### src/rtl/psl_pkg.sv
// strap latch package: register map, strap pin layout, reset values, timing
// assumes a 10 MHz device clock and a 32-bit APB register port
// ----------------------------------------------------------------------------
// Notes on behaviour
// - the three low management address straps are sampled in reset and held, giving any address 0 to 7.
// - management address bits 4 and 3 always read zero whatever the pins show.
// - the three interface straps pick plain MII (000), preamble restore (100) or back-to-back (110); others are reserved.
// - the isolate strap is copied into control bit 10, high meaning isolate enabled.
// - the speed strap is copied into control bit 13, high meaning 100Mbps.
// - the latched speed strap also presets the 100M speed abilities advertised in the advertisement register.
// - the duplex strap is copied into control bit 8, high meaning half duplex.
// - the auto-negotiation strap is copied into control bit 12, high meaning enabled.
// - strap pins are inputs during reset and outputs afterwards, so outside drivers act only in reset.
// - management accesses to broadcast address 0 are answered as well as to the strapped address.
// ----------------------------------------------------------------------------
package psl_pkg;

  // ----------------------------------------------------------------------------
  // register map (byte addresses)
  // ----------------------------------------------------------------------------
  localparam int ADDR_W = 8;
  localparam logic [ADDR_W-1:0] ADDR_CTRL = 8'h00;
  localparam logic [ADDR_W-1:0] ADDR_ADV = 8'h04;
  localparam logic [ADDR_W-1:0] ADDR_STRAP = 8'h08;

  localparam int CTRL_DUPLEX_BIT = 8;
  localparam int CTRL_ISO_BIT = 10;
  localparam int CTRL_ANEG_BIT = 12;
  localparam int CTRL_SPEED_BIT = 13;
  localparam logic [15:0] CTRL_BASE = 16'h0000;

  localparam int ADV_100FD_BIT = 8;
  localparam int ADV_100HD_BIT = 7;
  localparam int ADV_10FD_BIT = 6;
  localparam int ADV_10HD_BIT = 5;
  localparam logic [15:0] ADV_BASE = 16'h0001;

  // strap status word layout
  localparam int STAT_ADDR_LSB = 0;
  localparam int STAT_CFG_LSB = 8;
  localparam int STAT_RSVD_BIT = 11;
  localparam int STAT_DONE_BIT = 16;

  // ----------------------------------------------------------------------------
  // strap pin layout
  // ----------------------------------------------------------------------------
  localparam int NPINS = 10;
  localparam int PIN_ADDR_LSB = 0;
  localparam int PIN_CFG_LSB = 3;
  localparam int PIN_ISO = 6;
  localparam int PIN_SPEED = 7;
  localparam int PIN_DUPLEX = 8;
  localparam int PIN_ANEG = 9;
  // levels the pulls give with nothing driving: addr 001, speed/duplex/aneg up
  localparam logic [NPINS-1:0] PIN_PULL_LEVELS = 10'h381;

  localparam logic [2:0] CFG_MII = 3'b000;
  localparam logic [2:0] CFG_PRE_RESTORE = 3'b100;
  localparam logic [2:0] CFG_B2B = 3'b110;

  localparam logic [4:0] MGMT_ADDR_RST = 5'h01;
  localparam logic [4:0] MGMT_BCAST = 5'h00;

  // ----------------------------------------------------------------------------
  // timing
  // ----------------------------------------------------------------------------
  localparam int CLK_PERIOD_NS = 100;
  localparam int SETTLE_NS = 1000;
  localparam int SETTLE_CYC_I = (SETTLE_NS + CLK_PERIOD_NS - 1) / CLK_PERIOD_NS;
  localparam int CNT_W = 8;
  localparam logic [CNT_W-1:0] SETTLE_CYC = CNT_W'(SETTLE_CYC_I);

  typedef enum logic [1:0] {
    PH_SAMPLE = 2'b00,
    PH_LATCH = 2'b01,
    PH_RUN = 2'b11
  } psl_phase_e;

  typedef enum logic [1:0] {
    MODE_MII = 2'b00,
    MODE_PRE_RESTORE = 2'b01,
    MODE_B2B = 2'b10,
    MODE_RSVD = 2'b11
  } psl_mode_e;

endpackage

### src/rtl/psl_strap_latch.sv
// strap latch: samples strap pins in reset, presets control and advert words
// assumes APB master on clk, strap pins and chip reset pin asynchronous
//
// Implementation choices: the APB interface to the registers and the register addresses.
`timescale 1ns/1ps
module psl_strap_latch
  import psl_pkg::*;
(
  input wire logic clk,
  input wire logic resetn,
  input wire logic chip_rst_pin_n,
  input wire logic [psl_pkg::ADDR_W-1:0] paddr,
  input wire logic psel,
  input wire logic penable,
  input wire logic pwrite,
  input wire logic [31:0] pwdata,
  output logic [31:0] prdata,
  output logic pready,
  output logic pslverr,
  input wire logic [psl_pkg::NPINS-1:0] strap_in,
  output logic [psl_pkg::NPINS-1:0] strap_out,
  output logic [psl_pkg::NPINS-1:0] strap_oe,
  input wire logic [psl_pkg::NPINS-1:0] func_out,
  input wire logic [4:0] mgmt_req_addr,
  output logic mgmt_addr_hit,
  output logic [4:0] mgmt_addr,
  output psl_pkg::psl_mode_e if_mode,
  output logic cfg_reserved,
  output logic [15:0] ctrl_word,
  output logic [15:0] adv_word,
  output logic straps_done
);

  import psl_pkg::*;

  // ----------------------------------------------------------------------------
  // state
  // ----------------------------------------------------------------------------
  // register select decoded once from paddr, shared by read and write paths
  typedef enum logic [1:0] {
    SEL_NONE = 2'b00,
    SEL_CTRL = 2'b01,
    SEL_ADV = 2'b10,
    SEL_STRAP = 2'b11
  } psl_sel_e;

  typedef struct packed {
    psl_phase_e phase;
    logic [CNT_W-1:0] cnt;
    logic [2:0] addr_lo;
    logic [2:0] cfg;
    logic [15:0] ctrl;
    logic [15:0] adv;
    logic [NPINS-1:0] pin_out;
    logic [NPINS-1:0] pin_oe;
    logic hit;
    logic [31:0] rdata;
    logic ready;
    logic err;
    logic [4:0] maddr;
    psl_mode_e mode;
    logic rsvd;
    logic done;
  } psl_state_s;

  psl_state_s st_reg;
  psl_state_s st_next;

  logic [NPINS-1:0] strap_lvl;
  logic chip_rst_lvl_n;

  // ----------------------------------------------------------------------------
  // helpers
  // ----------------------------------------------------------------------------
  function automatic psl_mode_e cfg_decode(input logic [2:0] code);
    case (code)
      CFG_MII: cfg_decode = MODE_MII;
      CFG_PRE_RESTORE: cfg_decode = MODE_PRE_RESTORE;
      CFG_B2B: cfg_decode = MODE_B2B;
      default: cfg_decode = MODE_RSVD;
    endcase
  endfunction

  function automatic logic [4:0] full_addr(input logic [2:0] lo);
    full_addr = {2'b00, lo};
  endfunction

  function automatic psl_sel_e reg_decode(input logic [ADDR_W-1:0] a);
    case (a)
      ADDR_CTRL: reg_decode = SEL_CTRL;
      ADDR_ADV: reg_decode = SEL_ADV;
      ADDR_STRAP: reg_decode = SEL_STRAP;
      default: reg_decode = SEL_NONE;
    endcase
  endfunction

  function automatic logic [15:0] ctrl_preset(input logic [NPINS-1:0] lv);
    logic [15:0] c;
    c = CTRL_BASE;
    c[CTRL_ISO_BIT] = lv[PIN_ISO];
    c[CTRL_SPEED_BIT] = lv[PIN_SPEED];
    c[CTRL_DUPLEX_BIT] = lv[PIN_DUPLEX];
    c[CTRL_ANEG_BIT] = lv[PIN_ANEG];
    ctrl_preset = c;
  endfunction

  // 10M abilities always offered; only the 100M pair follows the speed strap
  function automatic logic [15:0] adv_preset(input logic [NPINS-1:0] lv);
    logic [15:0] a;
    a = ADV_BASE;
    a[ADV_100FD_BIT] = lv[PIN_SPEED];
    a[ADV_100HD_BIT] = lv[PIN_SPEED];
    a[ADV_10FD_BIT] = 1'b1;
    a[ADV_10HD_BIT] = 1'b1;
    adv_preset = a;
  endfunction

  function automatic logic [31:0] strap_status(input psl_state_s s);
    logic [31:0] w;
    w = 32'h0000_0000;
    w[STAT_ADDR_LSB +: 5] = full_addr(s.addr_lo);
    w[STAT_CFG_LSB +: 3] = s.cfg;
    w[STAT_RSVD_BIT] = (cfg_decode(s.cfg) == MODE_RSVD);
    w[STAT_DONE_BIT] = (s.phase == PH_RUN);
    strap_status = w;
  endfunction

  // ----------------------------------------------------------------------------
  // pin synchronisers
  // ----------------------------------------------------------------------------
  psl_sync #(
    .WIDTH(NPINS),
    .RST_VAL(PIN_PULL_LEVELS)
  ) u_strap_sync (
    .clk(clk),
    .resetn(resetn),
    .pin_in(strap_in),
    .level_out(strap_lvl)
  );

  psl_sync #(
    .WIDTH(1),
    .RST_VAL(1'b0)
  ) u_rst_sync (
    .clk(clk),
    .resetn(resetn),
    .pin_in(chip_rst_pin_n),
    .level_out(chip_rst_lvl_n)
  );

  // ----------------------------------------------------------------------------
  // next state
  // ----------------------------------------------------------------------------
  always_comb begin
    psl_sel_e sel;
    logic mapped;
    logic ro;
    sel = reg_decode(paddr);
    mapped = 1'b0;
    ro = 1'b0;
    st_next = st_reg;

    // ----------------------------------------------------------------------------
    // strap phase sequencing
    // ----------------------------------------------------------------------------
    case (st_reg.phase)
      PH_SAMPLE: begin
        st_next.pin_oe = '0;
        if (!chip_rst_lvl_n) begin
          st_next.cnt = '0;
        end else if (st_reg.cnt >= SETTLE_CYC - CNT_W'(1)) begin
          // window outlasts the synchroniser delay after the pin releases
          st_next.phase = PH_LATCH;
        end else begin
          st_next.cnt = st_reg.cnt + CNT_W'(1);
        end
      end
      PH_LATCH: begin
        st_next.addr_lo = strap_lvl[PIN_ADDR_LSB +: 3];
        st_next.cfg = strap_lvl[PIN_CFG_LSB +: 3];
        st_next.ctrl = ctrl_preset(strap_lvl);
        st_next.adv = adv_preset(strap_lvl);
        st_next.cnt = '0;
        // pins turn to outputs at the same edge that raises straps_done
        st_next.pin_oe = {NPINS{1'b1}};
        st_next.phase = PH_RUN;
      end
      PH_RUN: begin
        st_next.pin_oe = {NPINS{1'b1}};
        if (!chip_rst_lvl_n) begin
          st_next.phase = PH_SAMPLE;
          st_next.pin_oe = '0;
        end
      end
      default: begin
        st_next.phase = PH_SAMPLE;
        st_next.pin_oe = '0;
      end
    endcase
    st_next.pin_out = func_out;

    // ----------------------------------------------------------------------------
    // management address match, strapped or broadcast
    // ----------------------------------------------------------------------------
    st_next.hit = (mgmt_req_addr == full_addr(st_reg.addr_lo)) || (mgmt_req_addr == MGMT_BCAST);

    // ----------------------------------------------------------------------------
    // apb slave: answer in the first cycle of the access phase, no wait states
    // ----------------------------------------------------------------------------
    st_next.ready = 1'b0;
    if (psel && !penable && !st_reg.ready) begin
      case (sel)
        SEL_CTRL: begin
          mapped = 1'b1;
          st_next.rdata = {16'h0000, st_reg.ctrl};
        end
        SEL_ADV: begin
          mapped = 1'b1;
          st_next.rdata = {16'h0000, st_reg.adv};
        end
        SEL_STRAP: begin
          mapped = 1'b1;
          ro = 1'b1;
          st_next.rdata = strap_status(st_reg);
        end
        default: begin
          st_next.rdata = 32'h0000_0000;
        end
      endcase
      // writes before the straps are latched would be overwritten, so refuse them
      st_next.err = !mapped || (pwrite && (ro || st_reg.phase != PH_RUN));
      if (pwrite) begin
        st_next.rdata = 32'h0000_0000;
      end
      st_next.ready = 1'b1;
    end

    // ----------------------------------------------------------------------------
    // access phase: a granted write lands
    // ----------------------------------------------------------------------------
    // a relatch begun between setup and access cancels the write
    if (st_reg.ready && psel && penable && pwrite && !st_reg.err && st_reg.phase == PH_RUN) begin
      if (sel == SEL_CTRL) begin
        st_next.ctrl = pwdata[15:0];
      end else if (sel == SEL_ADV) begin
        st_next.adv = pwdata[15:0];
      end
    end
    if (!st_next.ready) begin
      st_next.err = 1'b0;
    end

    // ----------------------------------------------------------------------------
    // registered copies of decoded outputs
    // ----------------------------------------------------------------------------
    // decoded here so every output leaves a flip-flop
    st_next.maddr = full_addr(st_next.addr_lo);
    st_next.mode = cfg_decode(st_next.cfg);
    st_next.rsvd = (cfg_decode(st_next.cfg) == MODE_RSVD);
    st_next.done = (st_next.phase == PH_RUN);
  end

  // ----------------------------------------------------------------------------
  // state register
  // ----------------------------------------------------------------------------
  always_ff @(posedge clk or negedge resetn) begin
    if (!resetn) begin
      st_reg.phase <= PH_SAMPLE;
      st_reg.cnt <= '0;
      st_reg.addr_lo <= MGMT_ADDR_RST[2:0];
      st_reg.cfg <= CFG_MII;
      st_reg.ctrl <= CTRL_BASE;
      st_reg.adv <= ADV_BASE;
      st_reg.pin_out <= '0;
      st_reg.pin_oe <= '0;
      st_reg.hit <= 1'b0;
      st_reg.rdata <= 32'h0000_0000;
      st_reg.ready <= 1'b0;
      st_reg.err <= 1'b0;
      st_reg.maddr <= MGMT_ADDR_RST;
      st_reg.mode <= MODE_MII;
      st_reg.rsvd <= 1'b0;
      st_reg.done <= 1'b0;
    end else begin
      st_reg <= st_next;
    end
  end

  // ----------------------------------------------------------------------------
  // outputs
  // ----------------------------------------------------------------------------
  assign prdata = st_reg.rdata;
  assign pready = st_reg.ready;
  assign pslverr = st_reg.err;
  assign strap_out = st_reg.pin_out;
  assign strap_oe = st_reg.pin_oe;
  assign mgmt_addr_hit = st_reg.hit;
  assign mgmt_addr = st_reg.maddr;
  assign if_mode = st_reg.mode;
  assign cfg_reserved = st_reg.rsvd;
  assign ctrl_word = st_reg.ctrl;
  assign adv_word = st_reg.adv;
  assign straps_done = st_reg.done;

endmodule // psl_strap_latch

### src/rtl/psl_sync.sv
// three-stage synchroniser for pin levels, output moves when stages 2 and 3 agree
// assumes the inputs are asynchronous pins and clk is the device clock
`timescale 1ns/1ps
module psl_sync #(
  parameter int WIDTH = 1,
  parameter logic [WIDTH-1:0] RST_VAL = '0
) (
  input wire logic clk,
  input wire logic resetn,
  input wire logic [WIDTH-1:0] pin_in,
  output logic [WIDTH-1:0] level_out
);

  typedef struct packed {
    logic [WIDTH-1:0] s1;
    logic [WIDTH-1:0] s2;
    logic [WIDTH-1:0] s3;
    logic [WIDTH-1:0] level;
  } psl_sync_s;

  psl_sync_s st_reg;
  psl_sync_s st_next;

  // ----------------------------------------------------------------------------
  // stages
  // ----------------------------------------------------------------------------
  always_comb begin
    st_next = st_reg;
    st_next.s1 = pin_in;
    st_next.s2 = st_reg.s1;
    st_next.s3 = st_reg.s2;
    // s1 feeds only s2; bits change only where the later stages agree
    for (int i = 0; i < WIDTH; i++) begin
      if (st_reg.s2[i] == st_reg.s3[i]) begin
        st_next.level[i] = st_reg.s3[i];
      end
    end
  end

  always_ff @(posedge clk or negedge resetn) begin
    if (!resetn) begin
      st_reg <= {RST_VAL, RST_VAL, RST_VAL, RST_VAL};
    end else begin
      st_reg <= st_next;
    end
  end

  assign level_out = st_reg.level;

endmodule // psl_sync
### config.mk
export PLATFORM = sky130hd
export DESIGN_NAME = psl_strap_latch
export DESIGN_NICKNAME = d
export VERILOG_FILES = /design/src/rtl/psl_pkg.sv /design/src/rtl/psl_strap_latch.sv /design/src/rtl/psl_sync.sv
export SDC_FILE = /design/constraint.sdc
export NUM_CORES = 1
export LEC_CHECK = 0
export BUFFER_PORTS_ARGS = -buffer_cell sky130_fd_sc_hd__buf_2
export CORE_MARGIN = 4
export CORE_UTILIZATION = 45
export DETAILED_ROUTE_END_ITERATION = 7
export PLACE_DENSITY = 0.76
export SLEW_MARGIN = 20
export SYNTH_ARGS = -nofsm -noshare
export SYNTH_HDL_FRONTEND = slang
export SYNTH_SLANG_ARGS = --single-unit
### constraint.sdc
create_clock -name clk -period 6.2 [get_ports clk]
set_clock_uncertainty 0.15 [all_clocks]
set_input_delay 1.24 -clock clk [delete_from_list [all_inputs] [get_ports clk]]
set_output_delay 1.24 -clock clk [all_outputs]
set_load 0.02 [all_outputs]
**Yosys cells after proc, flatten, opt, wreduce, memory -nomap -nowiden**

Cells that the tools add are included.

- Multipliers: 0
- Shifts and indexed selects: 0
- Equality and inequality tests: 29
- Mux-type cells: 27
- Order comparisons: 1
- Reductions and logical operators: 23
- Divide/modulo/power cells: 0
- $add $sub $neg: 1
- Bitwise operators: 0

Operators with widths:

| kind | count |
|---|---|
| $pmux W17 S3 | 1 |
| $mux W16 | 3 |
| $mux W38 | 1 |
| $mux W32 | 1 |
| $pmux W2 S3 | 4 |
| $pmux W10 S2 | 1 |
| $mux W17 | 1 |
| $mux W8 | 2 |
| $pmux W8 S2 | 1 |
| $eq A2 B2 Y1 const B | 6 |
| $eq A3 B3 Y1 const B | 4 |
| $mux W2 | 6 |
| $eq A1 B1 Y1 | 11 |
| $mux W10 | 1 |
| $add A8 B1 Y8 const B | 1 |
| $eq A8 B3 Y1 const B | 1 |
| $eq A8 B4 Y1 const B | 1 |
| $ge A8 B4 Y1 const B | 1 |
| $logic_and A1 B1 Y1 | 8 |
| $logic_not A8 Y1 | 1 |
| $logic_not A3 Y1 | 2 |
| $eq A5 B3 Y1 | 1 |
| $logic_not A5 Y1 | 1 |
| $mux W1 | 5 |
| other kinds (10) | 16 |

- Bits in read-only memories: 0
- Logic and storage cells: 113
- Input bits: 71
- Output and inout bits: 96
- Bits in latches: 0
- RAM bits: 0
- Memories: 0
- Register bits: 151

**Longest topological paths before layout**

Gate-level depths: netlist (run 1).

- Depth after elaboration: 10
- Mapped depth: 6
- Mapped depth without buffers: 6

**Hierarchy**

From an unflattened synthesis (run 1), not the netlist that was laid out.

- Cell total of the unflattened synthesis: 482
- Area total of the unflattened synthesis: 5636.7 um2

By module, submodules not included:

| module | cells an instance | area an instance (um2) | seq. area each (um2) | times used |
|---|---|---|---|---|
| psl_strap_latch | 417 | 4316.6 | 2079.5 | 1 |
| psl_sync (u_strap_sync) | 60 | 1208.7 | 1021.0 | 1 |
| psl_sync (u_rst_sync) | 5 | 111.4 | 100.1 | 1 |

**Worst setup path after synthesis (run 1)**

No wires, ideal clock.

- Path type: input to register
- From: input port paddr[5] in the netlist's numbering
- To: register st_reg, in the netlist ctrl_word[10]
- Stages on the path: 6
- Setup time: 0.079 ns
- Buffers on the path: 2
- Path slack: 3.308 ns
- Arrival: 2.663 ns
- Data required time: 5.971 ns
- Cell sequence: or4_4 > nor3_4 > and4b_1 > buf_6 > buf_12 > mux2i_1

RTL lines:

| element | line | text |
|---|---|---|
| from (decl) | psl_strap_latch.sv:12 | `input wire logic [psl_pkg::ADDR_W-1:0] paddr,` |
| to (signal assigned) | psl_strap_latch.sv:285 | `st_reg <= st_next;` |
| to (decl) | psl_strap_latch.sv:66 | `psl_state_s st_reg;` |

==> results of run 1 <==
-- worst reg2reg max path: cells and delay by family (launching register included) --
| family | cells | cell delay (ns) |
|---|---|---|
| buf+inv | 1 | 0.10 |
| flops | 1 | 0.44 |
| compound gates | 3 | 0.84 |
| simple gates | 1 | 0.43 |
| fa+ha+maj | 1 | 0.15 |
-- how the worst min path moves through the flow --
stage | startpoint | endpoint | slack, ns | cells after the start
2_1_floorplan | u_rst_sync.st_next[2] | u_rst_sync.st_next[1] | 0.18 | 0
3_3_place_gp | u_strap_sync.st_next[24] | u_strap_sync.st_next[14] | 0.18 | 0
3_5_place_dp | u_strap_sync.st_next[23] | u_strap_sync.st_next[13] | 0.19 | 0
4_1_cts | u_strap_sync.st_next[23] | u_strap_sync.st_next[13] | 0.20 | 0
5_1_grt | u_strap_sync.st_next[25] | u_strap_sync.st_next[15] | 0.20 | 0
6_report | u_strap_sync.st_next[23] | u_strap_sync.st_next[13] | 0.19 | 0
-- kinds of logic (layout without fill, tap and decap cells) --
family          Yosys count  after routing  synth area share [%]
compound gates           54             54                  6.18
xor+xnor                  2              2                 0.313
fa+ha+maj                14             14                  2.63
buf+inv                 135            194                  15.7
flops                   127            127                  57.1
mux                      55             55                  9.91
other cells               1             17                0.0669
simple gates             90             90                  8.08
-- metal layers --
layer | wire length, um | GRT usage [%] | vias to the layer above | share of wire, %
met5 | 13 | 0 | - | 0.11
met4 | 180 | 6.51 | 2 | 1.6
met3 | 906 | 8.11 | 19 | 8.0
met2 | 5590 | 25.6 | 131 | 49
met1 | 4650 | 20.0 | 1678 | 41
li1 | - | - | 1614 | -
-- synth_stat cells (2+ instances only) --
cell type and number:
buf_1 2, mux2i_1 51, nor2b_1 6, dfstp_2 18, mux2_2 4, dfrtp_1 109
a31oi_1 3, nand2b_1 4, nor4_1 3, buf_4 91, inv_1 29, buf_6 2
o31ai_1 17, nor2_1 11, nor4bb_1 2, a21oi_1 17, nor3_1 2, nand2_1 50
ha_1 3, or4_1 2, o21ai_0 8, clkbuf_1 9, o22ai_1 2, maj3_1 11
-- through the flow --
step	power, W	instance area [um^2]
global route	0.00295	6410
finish	0.00280	6410
global placement	0.00176	5780
floorplan	0.00169	5670
detailed placement	0.00179	5780
CTS	0.00284	6400
-- cell type report --
type / instances / area share (%)
clock buffers: 27 / 8.16
clock inverters: 5 / 1.56
inverters: 29 / 1.70
multi-input cells: 232 / 24.8
flip-flops and latches: 127 / 50.0
well taps: 168 / 3.28
repair buffers: 133 / 10.5
-- power groups by stage --
stage                     Combinational (W)  Clock, W  Sequential [W]
after detailed placement           0.000655         0         0.00114
after global placement             0.000630         0         0.00113
after CTS                          0.000662   0.00105         0.00113
final                              0.000650   0.00103         0.00112
after global routing               0.000712   0.00109         0.00115
after floorplan                    0.000598         0         0.00109
-- cells in the final DEF (no fill, tap or decap), types with 17 or more instances in the layout --
cell | netlist | layout
a21oi_1 | 17 | 17
dfrtp_1 | 109 | 109
inv_1 | 29 | 29
nand2_1 | 50 | 49
conb_1 | 1 | 17
dfstp_2 | 18 | 18
mux2i_1 | 51 | 51
clkbuf_16 | 0 | 17
buf_2 | 0 | 132
o31ai_1 | 17 | 17
==> flow_summary_export.csv, run 1 <==
group,metric,value,unit
critical_path,cp.arrival,3.11,ns
critical_path,crit-reg2reg-capture,"st_reg[103]",
hold_path,worstHoldPathType,"flip-flop to flip-flop",
critical_path,worst-path-stages,4,
clock_tree,clockRootBuffer,"clkbuf_16",
sta,timing.slew.headroom,34.4,%
critical_path,timing.critical_path.to_type,"flip-flop",
routing,via_per_inst,4.78,
critical_path,ff2ff_path_depth,6,
clock_tree,tritoncts,"built",
routing,postRouteAntennaNets,0,
sta,final-setup-viol-count,0,
die,die_width,120,um
critical_path,reg2reg_setup_slack,3.98,ns
critical_path,critPathLaunch,"paddr[3]",
flow_run,cap_viol_max_count,0,
sta,timing.setup.tns,0,ns
clock_tree,ctsHoldBuffers,0,
layout,final_cells,721,
global_route,global_route_wire_length_before_repair,18200,um
routing,first_iter_violations,213,
yosys,post_synthesis_cells,478,
critical_path,crit_path_cell_trace,"buf_2 -> nor4bb_1 -> and4b_2 -> mux2i_1",
clock_tree,cts_setup_buffers,0,
die,effective_utilization_at_floorplan,46.3,%
critical_path,critical_path.n_buffers_inverters,1,
critical_path,critical-path-top-delay-family,"simple AND/OR/NAND/NOR gates",
clock_tree,number_of_buffers_between_clock_root_and_the_deepest_sink,2,
clock_tree,clkTransAtPathRegs,0.05,ns
yosys,synth_enable_flop_cells,0,
yosys,synth_area_leaders,"dfrtp_1 (49%), buf_4 (12%), mux2i_1 (9.1%)",
yosys,sequential_share_of_the_synthesized_area,57.1,%
critical_path,critPathSlowestCell,"and4b_2",
power,p_per_area,438,mW/mm^2
layout,drive_gt1_share,34.7,%
global_route,grt_overflow_total,0,
global_route,grt_pass1_vias,3544,
clock_tree,clkSinkCount,127,
yosys,post-synth-top-area-cell,"dfrtp_1",
power,vdd_drop_max,0.227,mV
die,dieHeight,120,um
die,die_area,0.0143,mm^2
layout,util_after_layout,52.9,%
power,p_switching,0.000884,W
sta,finalHoldViolations,0,
sta,rsz0062_at_grt,"false",
yosys,postSynth.asyncResetShare,100,%
global_route,pin_count_of_the_biggest_net_entering_global_routing,128,
critical_path,timing_worst_setup_path_type,"primary input to flip-flop",
placement,post-dp-hpwl,7860,um
routing,route.detailed.drc,0,
global_route,grtUsageTotal,16.6,%
layout,multi_input_comb_area,0.00159,mm^2
sta,final_report_max_slew_violation_count,0,
critical_path,reg2reg_from,"st_reg[102]",
critical_path,cp_max_fo,16,
power,intPower,0.00192,W
clock_tree,cts-htree-levels,4,
layout,antenna_cells,0,
sta,hold_slack,0.195,ns
yosys,synth.distinct_cells,46,
placement,count_of_input_and_output_buffers,133,
routing,drt_pass1_iterations,4,
placement,gp_congestion,0.748,
routing,route.final.wire_length,11300,um
clock_tree,post_cts_sizing_count,0,
layout,layout.filler_cells,1075,
layout,largest_register_ffs,20,
die,design.core.area,0.0121,mm^2
yosys,syn_area_per_cell,11.7,um^2
layout,ff_latch_area,0.00320,mm^2
critical_path,crit_required,6.38,ns
critical_path,critical_path_start_type,"primary input",
placement,preCtsSetupSlack,2.49,ns
power,pwr-share-comb,23.2,%
critical_path,max_stage_delay,0.74,ns
sta,finalCritPeriodShare,47.2,%
yosys,postSynthRegisterBits,127,
power,share_clk_of_total_power,36.7,%
sta,setup_slack,3.27,ns
routing,detail_route.wl_per_cell,15.7,um
yosys,ys_warn_count,0,
sta,timing.final.crit_period,2.93,ns
die,top_level_ports,167,
placement,dp.cells,689,
power,power.share.sequential,40.1,%
power,netSwitchingFraction,31.5,%
die,placementRows,40,
power,power_leakage,3.32,nW
global_route,grt_antenna_before_repair,1,
yosys,area_share_of_the_largest_cell_type_after_synthesis,48.7,%
sta,worst_slew_pin_slew,0.984,ns
layout,areaGrowthSynthToFinish,14.3,%
clock_tree,clk-insertion-delay-late,0.41,ns
outcome,run_status,"completed",
critical_path,worstSetupEndpoint,"ctrl_word[10]",
yosys,synth_ff_type,"dfrtp_1",
sta,fmax,0.341,GHz
routing,routed-via-count,3444,
clock_tree,numCtsBuffers,17,
yosys,post_synth_instance_area,0.00561,mm^2
layout,finalNetCount,614,
No activity file was read; power rests on OpenSTA's default activity.
==> run 2: changes to the inputs <==
--- a/config.mk
+++ b/config.mk
@@ -9,7 +9,7 @@
 export CORE_MARGIN = 4
 export CORE_UTILIZATION = 45
 export DETAILED_ROUTE_END_ITERATION = 7
-export PLACE_DENSITY = 0.76
+export PLACE_DENSITY = 0.79
 export SLEW_MARGIN = 20
 export SYNTH_ARGS = -nofsm -noshare
 export SYNTH_HDL_FRONTEND = slang
==> constraint.sdc (replaced) <==
create_clock -name clk -period 2.5 [get_ports clk]
set_clock_uncertainty 0.15 [all_clocks]
set_input_delay 0.5 -clock clk [delete_from_list [all_inputs] [get_ports clk]]
set_output_delay 0.5 -clock clk [all_outputs]
set_load 0.02 [all_outputs]
==> run 2 against run 1 <==
Against the previous run:
- setup slack worse by 3.0 ns
- clock-buffer cell count is 9 lower
- routed wire length fell by 0.74%
- sequential power rose by 150%
- die area stayed put
- critical path type is now flip-flop to flip-flop
- largest cell class unchanged
- highest routed layer unchanged
==> flow_summary_export.csv, run 2 (synthesis results as in run 1) <==
group,metric,value,unit
routing,route.detailed.drc,0,
power,pwr-share-comb,23.7,%
critical_path,max_stage_delay,0.44,ns
clock_tree,cts-htree-levels,4,
critical_path,timing.critical_path.to_type,"flip-flop",
layout,finalNetCount,627,
routing,route.final.wire_length,11300,um
global_route,global_route_wire_length_before_repair,18100,um
flow_run,cap_viol_max_count,0,
die,top_level_ports,167,
sta,timing.slew.headroom,59.9,%
layout,largest_register_ffs,20,
critical_path,crit_required,2.64,ns
clock_tree,clkTransAtPathRegs,0.06,ns
layout,post-route-cell-area,0.00651,mm^2
placement,dpl-instance-area,0.00589,mm^2
hold_path,holdPathEnd,"u_strap_sync.st_next[20]",
layout,final_cell_mix,"buf_2 (132), dfrtp_1 (109), mux2i_1 (51)",
layout,final_common_cell,"buf_2",
critical_path,critPathSlowestCell,"dfrtp_1",
hold_path,hold_path_startpoint,"strap_in[0]",
power,vdd_drop_max,0.588,mV
outcome,run_status,"completed",
placement,post-dp-hpwl,8250,um
hold_path,hold_path_depth,1,
clock_tree,tritoncts,"built",
sta,rsz0062_at_grt,"false",
clock_tree,number_of_buffers_between_clock_root_and_the_deepest_sink,2,
die,dieHeight,120,um
die,effective_utilization_at_floorplan,46.3,%
die,design.core.area,0.0121,mm^2
critical_path,critPathLaunch,"st_reg[102]",
global_route,grtUsageTotal,16.3,%
sta,timing.setup.tns,0,ns
sta,final-setup-viol-count,0,
clock_tree,numCtsBuffers,17,
placement,gp_congestion,0.753,
critical_path,reg2reg_from,"st_reg[102]",
global_route,grt_pass1_vias,3560,
critical_path,cp_max_fo,7,
power,power_leakage,3.37,nW
layout,drive_gt1_share,36.4,%
clock_tree,clockRootBuffer,"clkbuf_16",
die,placementRows,40,
power,power.share.sequential,40.4,%
routing,first_iter_violations,233,
sta,timing.final.crit_period,2.19,ns
power,netSwitchingFraction,32.6,%
critical_path,crit-reg2reg-capture,"st_reg[103]",
sta,worst_slew_pin_slew,0.600,ns
critical_path,cp.arrival,2.34,ns
sta,finalCritPeriodShare,87.8,%
critical_path,reg2reg_setup_slack,0.31,ns
critical_path,ff2ff_path_depth,6,
routing,routed-via-count,3389,
power,finalPower,0.00689,W
sta,fmax,0.456,GHz
power,share_clk_of_total_power,35.8,%
global_route,grt_antenna_before_repair,1,
clock_tree,clkSinkCount,127,
placement,count_of_input_and_output_buffers,133,
sta,finalHoldViolations,0,
die,die_width,120,um
hold_path,worstHoldPathType,"primary input to flip-flop",
sta,final_report_max_slew_violation_count,0,
layout,antenna_cells,0,
critical_path,timing_worst_setup_path_type,"flip-flop to flip-flop",
routing,via_per_inst,4.62,
global_route,pin_count_of_the_biggest_net_entering_global_routing,50,
critical_path,crit_path_cell_trace,"inv_1 -> ha_1 -> or3b_2 -> a21oi_1 -> o21ai_0 -> a32o_1",
die,die_area,0.0143,mm^2
routing,detail_route.wl_per_cell,15.3,um
critical_path,critical_path_start_type,"flip-flop",
global_route,grt_overflow_total,0,
clock_tree,cts_setup_buffers,0,
power,p_per_area,1060,mW/mm^2
clock_tree,clk-insertion-delay-late,0.41,ns
layout,areaGrowthSynthToFinish,16.1,%
routing,postRouteAntennaNets,0,
power,intPower,0.00464,W
routing,drt_pass1_iterations,6,
power,p_switching,0.00224,W
layout,layout.filler_cells,1053,
==> run 2: what timing repair did <==
| action | 4_1_cts | 5_1_grt |
|---|---|---|
| hold buffers | 1 | 0 |
| resized for setup | 0 | 0 |
| hold endpoints to repair | 32 | 0 |
==> run 2: worst max-delay path by stage <==
stage               slack, ns       endpoint
global route             0.21    st_reg[103]
detailed placement       0.14      prdata[9]
global placement         0.21   ctrl_word[9]
finish                   0.31    st_reg[103]
CTS                      0.31    st_reg[103]
floorplan                0.35  ctrl_word[10]
==> run 2: final cells by class <==
cell class,instances,area [um^2],share of cell area (%)
Sequential cell,127,3200,49.2
Multi-Input combinational cell,232,1590,24.4
Timing Repair Buffer,146,797,12.2
Clock buffer,18,439,6.75
Tap cell,168,210,3.23
Clock inverter,14,166,2.56
Inverter,29,109,1.67
==> run 2: power groups by stage <==
stage	combinational [W]	sequential, W	clock [W]
final	0.00164	0.00278	0.00247
after global routing	0.00180	0.00284	0.00263
after CTS	0.00166	0.00279	0.00253
after detailed placement	0.00165	0.00282	0
after global placement	0.00160	0.00280	0
after floorplan	0.00148	0.00271	0
==> run 2: worst max-delay path, delay by kind of cell (launching register included) <==
kind	cells	cell delay, ns
AO/OA/AOI/OAI	3	0.83
adder cells (fa/ha/maj)	1	0.14
buffers and inverters	1	0.09
flip-flops	1	0.44
AND/OR/NAND/NOR	1	0.44
==> run 2: routing by layer <==
metal / routed length (um) / vias to the layer above / track usage [%]
li1: - / 1649 / -
met1: 4950 / 1607 / 20.2
met2: 5390 / 119 / 26.1
met3: 769 / 12 / 5.94
met4: 136 / 2 / 6.73
met5: 12 / - / 0
==> run 2: through the flow <==
step / setup WS [ns] / util (%) / hold slack (ns) / std cells
global route: 0.207 / 53.7 / 0.0187 / 734
global placement: 0.208 / 48.7 / 0.184 / 701
CTS: 0.313 / 53.7 / 0.0180 / 734
floorplan: 0.348 / - / 0.0544 / 494
detailed placement: 0.140 / 48.7 / 0.185 / 701
finish: 0.306 / 53.7 / 0.0393 / 734
==> run 3: changes to the inputs <==
==> constraint.sdc (replaced) <==
create_clock -name clk -period 1.8 [get_ports clk]
set_clock_uncertainty 0.15 [all_clocks]
set_input_delay 0.36 -clock clk [delete_from_list [all_inputs] [get_ports clk]]
set_output_delay 0.36 -clock clk [all_outputs]
set_load 0.02 [all_outputs]
==> run 3 against run 2 <==
Against the previous run:
- die area is the same
- critical path type unchanged
- sequential share of layout area shrank 2.5 points
- sequential cell count is the same
- final area grew 5.3%
- setup slack lost 0.30 ns
- first-iteration DRC count shrank 21%
==> flow_summary_export.csv, run 3 (synthesis results as in run 1) <==
group,metric,value,unit
clock_tree,number_of_buffers_between_clock_root_and_the_deepest_sink,2,
sta,final-setup-viol-count,0,
hold_path,hold_path_startpoint,"pwdata[4]",
clock_tree,clockRootBuffer,"clkbuf_16",
sta,final_report_max_slew_violation_count,0,
layout,drive_gt1_share,37.4,%
critical_path,critical_path_start_type,"flip-flop",
sta,rsz0062_at_grt,"true",
routing,drt_pass1_iterations,5,
critical_path,crit_path_cell_trace,"inv_2 -> ha_4 -> or3b_4 -> a21oi_4 -> o21ai_1 -> a32o_1",
critical_path,crit_required,1.95,ns
routing,via_per_inst,4.68,
critical_path,reg2reg_from,"st_reg[102]",
routing,routed-via-count,3583,
power,p_per_area,1410,mW/mm^2
critical_path,reg2reg_setup_slack,0.004,ns
die,effective_utilization_at_floorplan,46.3,%
routing,first_iter_violations,184,
power,power_leakage,3.53,nW
layout,finalNetCount,658,
critical_path,crit-reg2reg-capture,"st_reg[103]",
flow_run,cap_viol_max_count,0,
sta,hold_slack,0.0552,ns
sta,timing.slew.headroom,65.8,%
clock_tree,cts-htree-levels,4,
global_route,global_route_wire_length_before_repair,18900,um
placement,preCtsSetupSlack,-0.363,ns
outcome,run_status,"completed",
die,die_width,120,um
global_route,grt_overflow_total,0,
layout,largest_register_ffs,20,
layout,final_common_cell,"buf_2",
sta,timing.final.crit_period,1.80,ns
clock_tree,numCtsBuffers,17,
critical_path,max_stage_delay,0.41,ns
routing,route.detailed.drc,0,
routing,route.final.wire_length,11800,um
layout,antenna_cells,0,
sta,setup_slack,0.00373,ns
clock_tree,tritoncts,"built",
placement,gp_congestion,0.809,
clock_tree,clk-insertion-delay-late,0.41,ns
die,dieHeight,120,um
sta,finalHoldViolations,0,
global_route,pin_count_of_the_biggest_net_entering_global_routing,48,
global_route,grt_antenna_before_repair,1,
critical_path,critPathSlowestCell,"dfrtp_1",
global_route,grt_pass1_vias,3790,
die,placementRows,40,
layout,final_cell_mix,"buf_2 (132), dfrtp_1 (109), mux2i_1 (51)",
critical_path,timing.critical_path.to_type,"flip-flop",
hold_path,hold_path_depth,3,
layout,areaGrowthSynthToFinish,22.3,%
layout,util_after_layout,56.6,%
global_route,grtUsageTotal,16.9,%
critical_path,ff2ff_path_depth,6,
die,design.core.area,0.0121,mm^2
hold_path,worstHoldPathType,"primary input to flip-flop",
routing,detail_route.wl_per_cell,15.5,um
critical_path,cp.arrival,1.94,ns
die,top_level_ports,167,
sta,worst_slew_pin_slew,0.507,ns
die,die_area,0.0143,mm^2
hold_path,holdPathEnd,"adv_word[4]",
routing,postRouteAntennaNets,0,
power,vdd_drop_max,0.744,mV
placement,count_of_input_and_output_buffers,133,
clock_tree,clkSinkCount,127,
clock_tree,clkTransAtPathRegs,0.06,ns
placement,post-dp-hpwl,8420,um
critical_path,timing_worst_setup_path_type,"flip-flop to flip-flop",
critical_path,cp_max_fo,7,
sta,fmax,0.557,GHz
sta,finalCritPeriodShare,99.8,%
run 3: cell count changes in the layout (fill, tap and decap cells not counted), sizes merged:
cell,before,now
buf,145,155
clkbuf,18,17
bufinv,3,2
dlygate4sd3,1,22
inv,30,34
clkinvlp,4,2
run 3: per-layer routing:
metal  GRT usage, %  up-vias  wire length [um]
li1               -     1707                 -
met1           20.1     1742              4880
met2           28.1      120              5960
met3           6.17       12               863
met4           6.51        2               131
met5              0        -                 7
run 3: critical path: cells and delay by family (launching register included):
| family | cells | cell delay [ns] |
|---|---|---|
| AO/OA/AOI/OAI | 3 | 0.53 |
| flip-flops | 1 | 0.41 |
| AND/OR/NAND/NOR | 1 | 0.38 |
| adder cells (fa/ha/maj) | 1 | 0.13 |
| buffers and inverters | 1 | 0.09 |
run 3: power breakdown:
group	switching, W	total (W)	internal (W)
Clock	0.00129	0.00334	0.00205
Combinational	0.00151	0.00246	0.000951
Sequential	0.000460	0.00386	0.00340
run 3: area by class of cell:
type                            count  area [um^2]
Multi-Input combinational cell    232         1630
Inverter                           29          109
Tap cell                          168          210
Timing Repair Buffer              177         1120
Sequential cell                   127         3200
Clock inverter                     15          160
Clock buffer                       17          425
Fill cell                        1030         5260
run 3: what timing repair did:
action | 4_1_cts | 5_1_grt
hold buffers | 22 | 0
hold endpoints to repair | 52 | 0
setup buffers | 4 | 1
gates resized for setup | 6 | 3
endpoints found under the setup margin | 2 | 37
pin swaps | 4 | 3
run 3: per-stage QoR:
stage	cell area, um^2	total power, W	TNS [ns]	instances
floorplan	5690	0.00585	-4.75	494
CTS	6830	0.00976	-0.0138	764
finish	6860	0.00966	0	765
global route	6860	0.0102	-0.137	765
global placement	5980	0.00615	-10.35	706
detailed placement	5980	0.00627	-12.97	706
run 3: worst max path at each step:
| stage | slack (ns) | startpoint | cells past startpoint | endpoint |
|---|---|---|---|---|
| after floorplan | -0.21 | paddr[5] | 6 | ctrl_word[10] |
| after global placement | -0.32 | paddr[5] | 4 | prdata[0] |
| after detailed placement | -0.36 | paddr[5] | 4 | prdata[1] |
| after CTS | -0.01 | st_reg[103] | 6 | st_reg[103] |
| after global routing | -0.05 | st_reg[103] | 7 | st_reg[102] |
| final | 0.004 | st_reg[102] | 6 | st_reg[103] |
